## config.mk

```make
export PLATFORM = sky130hd
export DESIGN_NAME = link_ctrl_regs
export DESIGN_NICKNAME = d
export VERILOG_FILES = /design/src/rtl/link_regs_pkg.sv /design/src/rtl/link_guard_timer.sv /design/src/rtl/link_timeout.sv /design/src/rtl/link_ctrl_regs.sv
export SDC_FILE = /design/constraint.sdc
export NUM_CORES = 1
export LEC_CHECK = 0
export ABC_AREA = 1
export BUFFER_PORTS_ARGS = -buffer_cell sky130_fd_sc_hd__buf_2
export CAP_MARGIN = 20
export CORE_MARGIN = 5
export CORE_UTILIZATION = 35
export DETAILED_ROUTE_END_ITERATION = 8
export HOLD_SLACK_MARGIN = 0.12
export PLACE_DENSITY_LB_ADDON = 0.25
export SYNTH_ARGS = -nofsm -noshare
export SYNTH_HDL_FRONTEND = slang
export SYNTH_SLANG_ARGS = --single-unit
```

## constraint.sdc

```tcl
create_clock -name ref_clk -period 2.4 [get_ports ref_clk]
set_input_delay 0.48 -clock ref_clk [delete_from_list [all_inputs] [get_ports ref_clk]]
set_output_delay 0.48 -clock ref_clk [all_outputs]
set_load 0.01 [all_outputs]
```

## src/rtl/link_regs_pkg.sv

```systemverilog
// link_regs_pkg: offsets, field positions, reset values and codes of the
// debug link register set; shared by the register file and its helpers.
package link_regs_pkg;

  // register offsets
  localparam logic [3:0] OFF_INFO   = 4'h0;
  localparam logic [3:0] OFF_ERROR  = 4'h1;
  localparam logic [3:0] OFF_CTRL1  = 4'h2;
  localparam logic [3:0] OFF_CTRL2  = 4'h3;
  localparam logic [3:0] OFF_KEYS   = 4'h7;
  localparam logic [3:0] OFF_RESET_SIGNATURE = 4'h8;
  localparam logic [3:0] OFF_CLKCFG = 4'h9;
  localparam logic [3:0] OFF_SYSCTL = 4'ha;
  localparam logic [3:0] OFF_SYSST  = 4'hb;
  localparam logic [3:0] OFF_CRCST  = 4'hc;

  // field positions
  localparam int BIT_GAP_EN     = 7;
  localparam int BIT_PARITY_OFF = 5;
  localparam int BIT_TIMEOUT_OFF= 4;
  localparam int BIT_RESP_OFF   = 3;
  localparam int BIT_NACK_OFF   = 4;
  localparam int BIT_COLL_OFF   = 3;
  localparam int BIT_LINK_OFF   = 2;
  localparam int BIT_UROW_KEY   = 5;
  localparam int BIT_PROG_KEY   = 4;
  localparam int BIT_ERASE_KEY  = 3;
  localparam int BIT_UROW_DONE  = 1;
  localparam int BIT_CLK_HOLD   = 0;

  // writable masks and reset values
  localparam logic [7:0] CTRL1_MASK   = 8'hbf;
  localparam logic [7:0] CTRL2_MASK   = 8'h1c;
  localparam logic [7:0] CTRL1_RESET  = 8'h00;
  localparam logic [7:0] CTRL2_RESET  = 8'h00;
  localparam logic [1:0] CLKSEL_RESET = 2'h3;
  localparam logic [7:0] RESET_SIG    = 8'h59;

  // error signature codes
  localparam logic [2:0] ERR_NONE     = 3'h0;
  localparam logic [2:0] ERR_PARITY   = 3'h1;
  localparam logic [2:0] ERR_FRAME    = 3'h2;
  localparam logic [2:0] ERR_TIMEOUT  = 3'h3;
  localparam logic [2:0] ERR_CLKREC   = 3'h4;
  localparam logic [2:0] ERR_BUS      = 3'h6;
  localparam logic [2:0] ERR_CONTEND  = 3'h7;

  // guard time: code 0..6 gives 128 >> code link cycles
  localparam logic [7:0] GUARD_MAX    = 8'h80;
  localparam logic [2:0] GUARD_RSVD   = 3'h7;

  // bus-side time-out in link clock cycles
  localparam int TIMEOUT_CYCLES = 65536;

  // link clock select codes, frequencies in MHz
  localparam logic [1:0] CLKSEL_16 = 2'h1;
  localparam logic [1:0] CLKSEL_8  = 2'h2;
  localparam logic [1:0] CLKSEL_4  = 2'h3;
  localparam int REF_MHZ = 50;

  // register access carried from the link instruction decoder
  typedef struct packed {
    logic       wr;
    logic       rd;
    logic [3:0] addr;
    logic [7:0] wdata;
  } reg_access_s;

  // framing and layer error events from the link layer
  typedef struct packed {
    logic parity;
    logic frame;
    logic clkrec;
    logic bus;
    logic contend;
  } link_err_s;

endpackage : link_regs_pkg

```

## src/rtl/link_guard_timer.sv

```systemverilog
// link_guard_timer: guard wait on turnaround from receive to transmit.
// assumes turn_start is a one-cycle pulse and bit_tick the link clock enable.
`timescale 1ns/1ps
module link_guard_timer
  import link_regs_pkg::*;
(
  // clock and reset
  input  wire logic       ref_clk,
  input  wire logic       rst_n,
  // control
  input  wire logic       bit_tick,
  input  wire logic [2:0] guard_code,
  input  wire logic       turn_start,
  // status
  output logic            guard_busy
);

  logic [7:0] count_reg;

  // reserved code falls back to the longest wait, the safe side
  always_ff @(posedge ref_clk) begin
    if (!rst_n) begin
      count_reg  <= 8'h00;
      guard_busy <= 1'b0;
    end else if (turn_start) begin
      count_reg  <= (guard_code == GUARD_RSVD) ? GUARD_MAX : (GUARD_MAX >> guard_code);
      guard_busy <= 1'b1;
    end else if (guard_busy && bit_tick) begin
      count_reg  <= count_reg - 8'h01;
      guard_busy <= (count_reg != 8'h01);
    end
  end

endmodule // link_guard_timer

```

## src/rtl/link_timeout.sv

```systemverilog
// link_timeout: waits for the bus-side layer to answer a request.
// assumes req_start pulses once per request and resp_seen ends the wait.
`timescale 1ns/1ps
module link_timeout
  import link_regs_pkg::*;
#(
  parameter int LIMIT = TIMEOUT_CYCLES
)(
  // clock and reset
  input  wire logic ref_clk,
  input  wire logic rst_n,
  // control
  input  wire logic bit_tick,
  input  wire logic check_off,
  input  wire logic req_start,
  input  wire logic resp_seen,
  // event
  output logic      timed_out
);

  logic [16:0] count_reg;
  logic        wait_reg;

  always_ff @(posedge ref_clk) begin
    if (!rst_n) begin
      count_reg <= 17'h00000;
      wait_reg  <= 1'b0;
      timed_out <= 1'b0;
    end else begin
      timed_out <= 1'b0;
      if (req_start) begin
        count_reg <= 17'h00000;
        wait_reg  <= 1'b1;
      end else if (resp_seen) begin
        wait_reg <= 1'b0;
      end else if (wait_reg && bit_tick) begin
        count_reg <= count_reg + 17'h00001;
        if (count_reg == 17'(LIMIT - 1)) begin
          wait_reg  <= 1'b0;
          timed_out <= !check_off;
        end
      end
    end
  end

endmodule // link_timeout

```

## src/rtl/link_ctrl_regs.sv

```systemverilog
// link_ctrl_regs: control and status registers of the single-wire debug
// link, reached only through register instructions of the link decoder.
// assumes the decoder, link layer and system status arrive synchronous
// to ref_clk; the core has no path into this block.
//
// Overview of operation
// - only the debugger reaches these registers
// - revision code in info register upper nibble
// - error code loads on error, clears on read
// - parity 1, stop bits 2, start bit 4
// - timeout 3, bus 6, contention 7
// - gap enable adds two idle bits
// - parity off ignores received parity bit
// - no bus answer in 65536 cycles: timeout
// - response signatures off when bit set
// - turnaround guard 128 down to 2 cycles
// - no reset nack when bit set
// - collision check runs unless bit set
// - link off resets config, keys, clock hold
// - user row key set on decode, written last
// - program key set, cleared when programming starts
// - erase key cleared by erase reset request
// - 0x59 holds system reset, else released
// - system reset leaves link logic running
// - clock select 16, 8, 4 MHz, default 4
// - clock hold set by full reset, cleared by link off
`timescale 1ns/1ps
module link_ctrl_regs
  import link_regs_pkg::*;
#(
  parameter logic [3:0] LINK_REVISION = 4'h3,  // arbitrary value
  parameter int         TIMEOUT_LEN   = TIMEOUT_CYCLES
)(
  // clock and reset
  input  wire logic        ref_clk,
  input  wire logic        rst_n,
  // register access from the link instruction decoder
  input  wire reg_access_s acc,
  output logic [7:0]       rdata,
  output logic             rvalid,
  // link layer events
  input  wire logic        bit_tick,
  input  wire link_err_s   err_in,
  input  wire logic        bus_req_start,
  input  wire logic        bus_resp_seen,
  input  wire logic        turn_start,
  input  wire logic        sys_reset_seen,
  // key decoder
  input  wire logic        erase_key_seen,
  input  wire logic        prog_key_seen,
  input  wire logic        urow_key_seen,
  // system status
  input  wire logic        sys_prog_ready,
  input  wire logic [7:0]  sys_status,
  input  wire logic [7:0]  crc_status,
  // link layer configuration
  output logic             gap_en,
  output logic             parity_check_off,
  output logic             resp_sig_off,
  output logic             neg_ack_off,
  output logic             collision_check_off,
  output logic             guard_busy,
  output logic             send_nack,
  output logic             link_enabled,
  output logic [1:0]       link_clock_sel,
  output logic [3:0]       clk_div,
  // system side
  output logic             system_in_reset,
  output logic             sys_clock_hold,
  output logic             user_row_done
);

  logic [7:0] ctrl1_reg;
  logic [7:0] ctrl2_reg;
  logic [2:0] err_reg;
  logic [2:0] err_next;
  logic       urow_key_reg;
  logic       prog_key_reg;
  logic       erase_key_reg;
  logic [7:0] reset_signature_reg;
  logic       timed_out;
  logic       link_rst_n;
  logic       wr_info;
  logic       rd_err;

  // link off acts as a link-only reset; system reset never reaches here
  assign link_rst_n = rst_n && !ctrl2_reg[BIT_LINK_OFF];
  assign rd_err     = acc.rd && (acc.addr == OFF_ERROR);
  assign wr_info    = acc.wr;

  // control registers; reserved bits masked off
  always_ff @(posedge ref_clk) begin
    if (!link_rst_n) begin
      ctrl1_reg <= CTRL1_RESET;
    end else if (wr_info && acc.addr == OFF_CTRL1) begin
      ctrl1_reg <= acc.wdata & CTRL1_MASK;
    end
  end

  // link off bit itself survives so the link stays down; only rst_n clears it
  always_ff @(posedge ref_clk) begin
    if (!rst_n) begin
      ctrl2_reg <= CTRL2_RESET;
    end else if (ctrl2_reg[BIT_LINK_OFF]) begin
      ctrl2_reg <= CTRL2_RESET | (8'h01 << BIT_LINK_OFF);
    end else if (wr_info && acc.addr == OFF_CTRL2) begin
      ctrl2_reg <= acc.wdata & CTRL2_MASK;
    end
  end

  // error signature: new error wins over the clearing read
  always_comb begin
    err_next = err_reg;
    if (rd_err) begin
      err_next = ERR_NONE;
    end
    if (err_in.contend && !ctrl2_reg[BIT_COLL_OFF]) begin
      err_next = ERR_CONTEND;
    end else if (err_in.bus) begin
      err_next = ERR_BUS;
    end else if (timed_out) begin
      err_next = ERR_TIMEOUT;
    end else if (err_in.clkrec) begin
      err_next = ERR_CLKREC;
    end else if (err_in.frame) begin
      err_next = ERR_FRAME;
    end else if (err_in.parity && !ctrl1_reg[BIT_PARITY_OFF]) begin
      err_next = ERR_PARITY;
    end
  end

  always_ff @(posedge ref_clk) begin
    if (!link_rst_n) begin
      err_reg <= ERR_NONE;
    end else begin
      err_reg <= err_next;
    end
  end

  // key flags; set wins over every clear
  always_ff @(posedge ref_clk) begin
    if (!link_rst_n) begin
      urow_key_reg  <= 1'b0;
      prog_key_reg  <= 1'b0;
      erase_key_reg <= 1'b0;
    end else begin
      if (urow_key_seen) begin
        urow_key_reg <= 1'b1;
      end else if (wr_info && acc.addr == OFF_KEYS && acc.wdata[BIT_UROW_KEY]) begin
        urow_key_reg <= 1'b0;
      end
      if (prog_key_seen) begin
        prog_key_reg <= 1'b1;
      end else if (sys_prog_ready) begin
        prog_key_reg <= 1'b0;
      end
      if (erase_key_seen) begin
        erase_key_reg <= 1'b1;
      end else if (wr_info && acc.addr == OFF_RESET_SIGNATURE && acc.wdata == RESET_SIG) begin
        erase_key_reg <= 1'b0;
      end
    end
  end

  // reset request: only the exact signature holds the system
  always_ff @(posedge ref_clk) begin
    if (!link_rst_n) begin
      reset_signature_reg      <= 8'h00;
      system_in_reset <= 1'b0;
    end else if (wr_info && acc.addr == OFF_RESET_SIGNATURE) begin
      reset_signature_reg      <= acc.wdata;
      system_in_reset <= (acc.wdata == RESET_SIG);
    end
  end

  // clock select and clock hold
  always_ff @(posedge ref_clk) begin
    if (!link_rst_n) begin
      link_clock_sel <= CLKSEL_RESET;
      // full reset raises the hold, link off drops it
      sys_clock_hold <= !rst_n;
      user_row_done  <= 1'b0;
    end else begin
      user_row_done <= 1'b0;
      if (wr_info && acc.addr == OFF_CLKCFG && acc.wdata[1:0] != 2'h0) begin
        link_clock_sel <= acc.wdata[1:0];
      end
      if (wr_info && acc.addr == OFF_SYSCTL) begin
        sys_clock_hold <= acc.wdata[BIT_CLK_HOLD];
        user_row_done  <= acc.wdata[BIT_UROW_DONE] && urow_key_reg;
      end
    end
  end

  // divider ratio: reference cycles per link clock cycle, rounded down
  always_ff @(posedge ref_clk) begin
    if (!rst_n) begin
      clk_div <= 4'(REF_MHZ / 4);
    end else begin
      case (link_clock_sel)
        CLKSEL_16: clk_div <= 4'(REF_MHZ / 16);
        CLKSEL_8:  clk_div <= 4'(REF_MHZ / 8);
        CLKSEL_4:  clk_div <= 4'(REF_MHZ / 4);
        default:   clk_div <= clk_div;
      endcase
    end
  end

  // configuration outputs registered
  always_ff @(posedge ref_clk) begin
    if (!rst_n) begin
      gap_en              <= 1'b0;
      parity_check_off    <= 1'b0;
      resp_sig_off        <= 1'b0;
      neg_ack_off         <= 1'b0;
      collision_check_off <= 1'b0;
      link_enabled        <= 1'b0;
      send_nack           <= 1'b0;
    end else begin
      gap_en              <= ctrl1_reg[BIT_GAP_EN];
      parity_check_off    <= ctrl1_reg[BIT_PARITY_OFF];
      resp_sig_off        <= ctrl1_reg[BIT_RESP_OFF];
      neg_ack_off         <= ctrl2_reg[BIT_NACK_OFF];
      collision_check_off <= ctrl2_reg[BIT_COLL_OFF];
      link_enabled        <= !ctrl2_reg[BIT_LINK_OFF];
      send_nack           <= sys_reset_seen && !ctrl2_reg[BIT_NACK_OFF]
                             && !ctrl1_reg[BIT_RESP_OFF];
    end
  end

  // read mux; unmapped and reserved read as zero
  always_ff @(posedge ref_clk) begin
    if (!rst_n) begin
      rdata  <= 8'h00;
      rvalid <= 1'b0;
    end else begin
      rvalid <= acc.rd;
      if (acc.rd) begin
        case (acc.addr)
          OFF_INFO:   rdata <= {LINK_REVISION, 4'h0};
          OFF_ERROR:  rdata <= {5'h00, err_reg};
          OFF_CTRL1:  rdata <= ctrl1_reg;
          OFF_CTRL2:  rdata <= ctrl2_reg;
          OFF_KEYS:   rdata <= {2'h0, urow_key_reg, prog_key_reg, erase_key_reg, 3'h0};
          OFF_RESET_SIGNATURE: rdata <= reset_signature_reg;
          OFF_CLKCFG: rdata <= {6'h00, link_clock_sel};
          OFF_SYSCTL: rdata <= {7'h00, sys_clock_hold};
          OFF_SYSST:  rdata <= sys_status & 8'h3d;
          OFF_CRCST:  rdata <= {5'h00, crc_status[2:0]};
          default:    rdata <= 8'h00;
        endcase
      end
    end
  end

  link_guard_timer u_guard (
    .ref_clk    (ref_clk),
    .rst_n      (link_rst_n),
    .bit_tick   (bit_tick),
    .guard_code (ctrl1_reg[2:0]),
    .turn_start (turn_start),
    .guard_busy (guard_busy)
  );

  // timeout counts link clock ticks, not reference cycles
  link_timeout #(
    .LIMIT (TIMEOUT_LEN)
  ) u_timeout (
    .ref_clk   (ref_clk),
    .rst_n     (link_rst_n),
    .bit_tick  (bit_tick),
    .check_off (ctrl1_reg[BIT_TIMEOUT_OFF]),
    .req_start (bus_req_start),
    .resp_seen (bus_resp_seen),
    .timed_out (timed_out)
  );

endmodule // link_ctrl_regs

```

; ---- Word level (Yosys, flattened, before mapping)
; Index checks and enable logic that the tools add are counted.
[totals]
reg_bits = 77
inputBits = 46
out_inout_bits = 26
elab_cells = 121
[classes]
n_addsub = 2
n_eq_ne = 17
n_shift = 1
n_mux = 28
bitwise = 5
reduce_logical = 41
[op_table]
columns = op, n
row1 = $pmux 8 s10, 1
row2 = $mux 3, 9
row3 = $mux 8, 3
row4 = $eq 4x4->1 const B, 5
row5 = $logic_and 1x1->1, 18
row6 = $add 17x1->17 const B, 1
row7 = $eq 17x16->1 const B, 1
row8 = $mux 1, 14
row9 = $pmux 4 s3, 1
row10 = $reduce_bool 2->1, 5
row11 = $reduce_bool 3->1, 3
row12 = $eq 4x2->1 const B, 2
row13 = $eq 8x7->1 const B, 1
row14 = $ne 8x1->1 const B, 1
row15 = $shr 8x3->8 const A, 1
row16 = $sub 8x1->8 const B, 1
row17 = $logic_not 1->1, 7
row18 = $reduce_bool 7->1, 1
row19 = $reduce_and 2->1, 3
row20 = $not 1->1, 5
row21 = $reduce_or 5->1, 1
row22 = $eq 2x2->1 const B, 2
row23 = $eq 4x1->1 const B, 1
row24 = $eq 4x3->1 const B, 1
row25 = other kinds (5), 6

; ---- Depth between registers and ports, before layout
[depth]
depth_word = 9
ltp_mapped = 9
depth_no_buf = 9

; ---- Cells and area by module
; Synthesis repeated with hierarchy kept, for this count alone.
[unflattened]
hier_cells = 558
area_unflattened_um2 = 3839.9
[by_module_without_submodules]
columns = mod, instances, cells_each, area_per_inst_um2, seq_area_each_um2
row1 = link_ctrl_regs, 1, 301, 2174.6, 991.0
row2 = link_timeout, 1, 156, 1016.0, 380.4
row3 = link_guard_timer, 1, 101, 649.4, 180.2

; ---- Worst setup path after synthesis
; Ideal clock, no wire load.
[synth_timing]
kind = input to register
start = input acc[12] (netlist bit)
end = register err_reg[0]
setup_ns = 0.132
t_arrival_ns = 1.305
t_required_ns = 2.268
setup_slack_ns = 0.963
path_stages = 6
path_buffers = 1
cell_sequence = clkbuf_1 > clkinv_1 > o21ai_1 > inv_2 > nand2_1 > a21oi_1
[synth_via]
elab_chain_len = 2
[synth_rtl]
columns = element, line
row1 = from (decl), link_ctrl_regs.sv:38  ; input wire reg_access_s acc,
row2 = $logic_and 1x1->1, link_ctrl_regs.sv:88  ; assign rd_err = acc.rd && (acc.addr == OFF_ERROR);
row3 = $reduce_bool 7->1 (no source line), --
row4 = to (signal assigned), link_ctrl_regs.sv:136  ; err_reg <= err_next;
row5 = to (decl), link_ctrl_regs.sv:75  ; logic [2:0] err_reg;
; Every way passes these cells.
; A chain may end at the register's enable or synchronous reset.

; ---- Worst setup path after layout
[layout_timing]
start = register u_timeout.count_reg[0]
end = register u_timeout.timed_out
[layout_via]
elab_chain_len = 3
[layout_rtl]
columns = element, line
row1 = from (decl), link_timeout.sv:21  ; logic [16:0] count_reg;
row2 = from (signal assigned), link_timeout.sv:37  ; count_reg <= count_reg + 17'h00001;
row3 = $eq 17x16->1, link_timeout.sv:38  ; if (count_reg == 17'(LIMIT - 1)) begin
row4 = $not 1->1 (no source line), --
row5 = $reduce_or 5->1 (no source line), --
row6 = to (signal assigned), link_timeout.sv:40  ; timed_out <= !check_off;
row7 = to (decl), link_timeout.sv:18  ; output logic timed_out
; Every way passes these cells.

==> flow_metrics.env <==
export IMPL_boundaryPins=72
export IMPL_clock_latency_ps=350
export IMPL_synth_nets=570
export IMPL_tritoncts="done"
export IMPL_worst_pin_slew_ps=496
export IMPL_worstPathArrival_ps=1880
export IMPL_period_needed_ps=1640
export IMPL_routed_wl_um=9720
export IMPL_cts_clk_slew_worst_paths_ps=80
export IMPL_async_flop_share=0
export IMPL_die_width_um=112
export IMPL_path_max_fanout=4
export IMPL_synth_edff_count=1
export IMPL_ant_nets=0
export IMPL_slowest_delay_ps=380
export IMPL_vias=3546
export IMPL_setup_viol=0
export IMPL_first_global_vias=3343
export IMPL_largest_reg_flops=17
export IMPL_htree_levels=3
export IMPL_start_util=0.355
export IMPL_cp_start_kind="flip-flop"
export IMPL_rsz0062_at_grt="no"
export IMPL_drive_gt1_frac=0.201
export IMPL_grt_met2_usage=0.241
export IMPL_syn_area_um2=3630
export IMPL_status="finished clean"
export IMPL_total_power_uw=2630
export IMPL_seq_area_frac_synth=0.427
export IMPL_netlist_area_leader_share=0.419
export IMPL_min_period_over_period=0.682
export IMPL_synth_warning_count=0
export IMPL_cts_buffer_depth=2
export IMPL_grt_busiest_layer="met2"
export IMPL_synth_area_leader_cell="dfxtp_1"
export IMPL_hold_class="in2reg"
export IMPL_synth_area_top_cells="dfxtp_1, nand2_1, a21oi_1, inv_1, nand3_1"
export IMPL_cts_root_buf="clkbuf_8"
export IMPL_via_per_inst=4.86
export IMPL_layout_nets=638
export IMPL_synth_most_common_cell="nand2_1"
export IMPL_core_area_um2=10200
export IMPL_die_area_um2=12500
export IMPL_drtIter0Drc=157
export IMPL_cts_buffers_inserted=9
export IMPL_reg2reg_slack_ps=760
export IMPL_gr_usage_all_layers=0.157
export IMPL_drc=0
export IMPL_synth_area_per_cell_um2=6.99
export IMPL_area_growth_pct=18.5
export IMPL_row_count=37
export IMPL_required_ps=2650
export IMPL_antenna_found_initial=0
export IMPL_hold_viol=0
export IMPL_synth_flop_cell="dfxtp_1"
export IMPL_tns_ps=0
export IMPL_cts_sinks=77
export IMPL_gr_usage_met3=0.0380
export IMPL_io_buffer_count=63
export IMPL_grt_remaining_overflow=0
export IMPL_slew_violations=0
export IMPL_maxCapViolCount=0
export IMPL_fmax_mhz=611
export IMPL_ys_types=35
export IMPL_first_pass_iters=5
export IMPL_place_congestion=0.853
export IMPL_vdd_drop_max_v=0.000297
export IMPL_slowest_stage="dfxtp_1"
export IMPL_ctsHoldBuffers=0
export IMPL_antennaDiodeCount=0
export IMPL_grt_pass1_wl_um=16100
export IMPL_total_leakage_power_uw=0.00187
export IMPL_path_cells="ha_1, inv_1, nor2_1, nand3_1, nor2_1, ha_1, nand3_1, nor4_1"
export IMPL_ys_seq_elements=77
export IMPL_crit_path_end_kind="flip-flop"
export IMPL_dp_hpwl_um=7480
export IMPL_pwr_density_cell_nw_per_um2=612
export IMPL_synthTopCellsByCount="nand2_1, dfxtp_1, a21oi_1"
export IMPL_syn_instance_count=520
export IMPL_wl_per_cell_um=13.3
export IMPL_max_slew_margin=0.668
export IMPL_cts_resized=0
export IMPL_die_h_um=112
export IMPL_cts_setup_buffers=0
export IMPL_skew_ps=12.9
export IMPL_use_met1=0.209
export IMPL_grt_max_degree=23
export IMPL_criticalPathCategory="reg2reg"
[critical path: cells and delay by family, from the launching register on]
family	cells	cell delay, ps
and+or+nand+nor	5	750
DFF	1	380
adders and majority gates	2	360
buffers and inverters	1	60
[metal layers]
metal	wire length, um	share of wire	vias up
met3	573	0.059	28
met4	340	0.035	0
met2	4150	0.43	104
met5	0	0	-
li1	-	-	1835
met1	4650	0.48	1579
[path summary, 6_finish.rpt]
kind | cells past startpoint | to | start
worst min register to register | 2 | gap_en$_SDFF_PN0_ | ctrl1_reg[7]$_SDFFE_PP0P_
worst max-delay path | 8 | u_timeout.timed_out$_SDFF_PP0_ | u_timeout.count_reg[0]$_SDFFE_PP0P_
worst min-delay path | 3 | prog_key_reg$_SDFFE_PP0P_ | prog_key_seen
worst max register to register | 8 | u_timeout.timed_out$_SDFF_PP0_ | u_timeout.count_reg[0]$_SDFFE_PP0P_
[power breakdown]
| part | switching, uW | internal (uW) |
|---|---|---|
| clock | 517 | 497 |
| combinational | 181 | 95.5 |
| sequential | 26.2 | 1320 |
[placed cells by master, fill, tap and decap left out, types with 2 or more instances in the layout]
master	netlist	final
a21oi_1	61	61
a21oi_2	3	3
a31oi_1	6	6
buf_2	3	63
buf_4	2	4
clkbuf_8	0	9
clkinv_1	2	2
dfxtp_1	76	76
ha_1	4	4
inv_1	56	56
inv_2	16	16
inv_6	0	3
nand2_1	115	115
nand2_2	3	3
nand3_1	40	40
nand4_1	6	6
nor2_1	45	45
nor2_2	4	4
nor2_4	7	7
nor3_1	6	6
o21a_1	3	3
o21ai_0	30	30
o21ai_1	15	15
[kinds of logic (layout without fill, tap and decap cells)]
family / Yosys count / in the layout / share of synthesized area
and+or+nand+nor: 231 / 231 / 0.286
AOI/OAI and AO/OA: 123 / 123 / 0.181
buffers and inverters: 84 / 157 / 0.0899
DFF: 77 / 77 / 0.427
adders and majority gates: 4 / 4 / 0.0138
xor gates and xnor gates: 1 / 1 / 0.00241
[metrics by stage]
step / area [um^2] / setup slack, ps / utilization / cells / hold slack, ps
3_3_place_gp: 4100 / 618 / 0.401 / 713 / 425
4_1_cts: 4300 / 734 / 0.421 / 729 / 311
6_report: 4300 / 764 / 0.421 / 729 / 335
3_5_place_dp: 4100 / 594 / 0.401 / 713 / 424
2_1_floorplan: 3630 / 963 / - / 520 / 407
5_1_grt: 4300 / 585 / 0.421 / 729 / 349
[final cells by class]
type	instances	area, um^2
Tap cell	136	170
Timing Repair Buffer	67	345
Clock inverter	7	80.1
Clock buffer	9	124
Sequential cell	77	1550
Multi-Input combinational cell	359	1750
Fill cell	1098	5930
Inverter	74	278
Power figures use the tool's default switching activity.
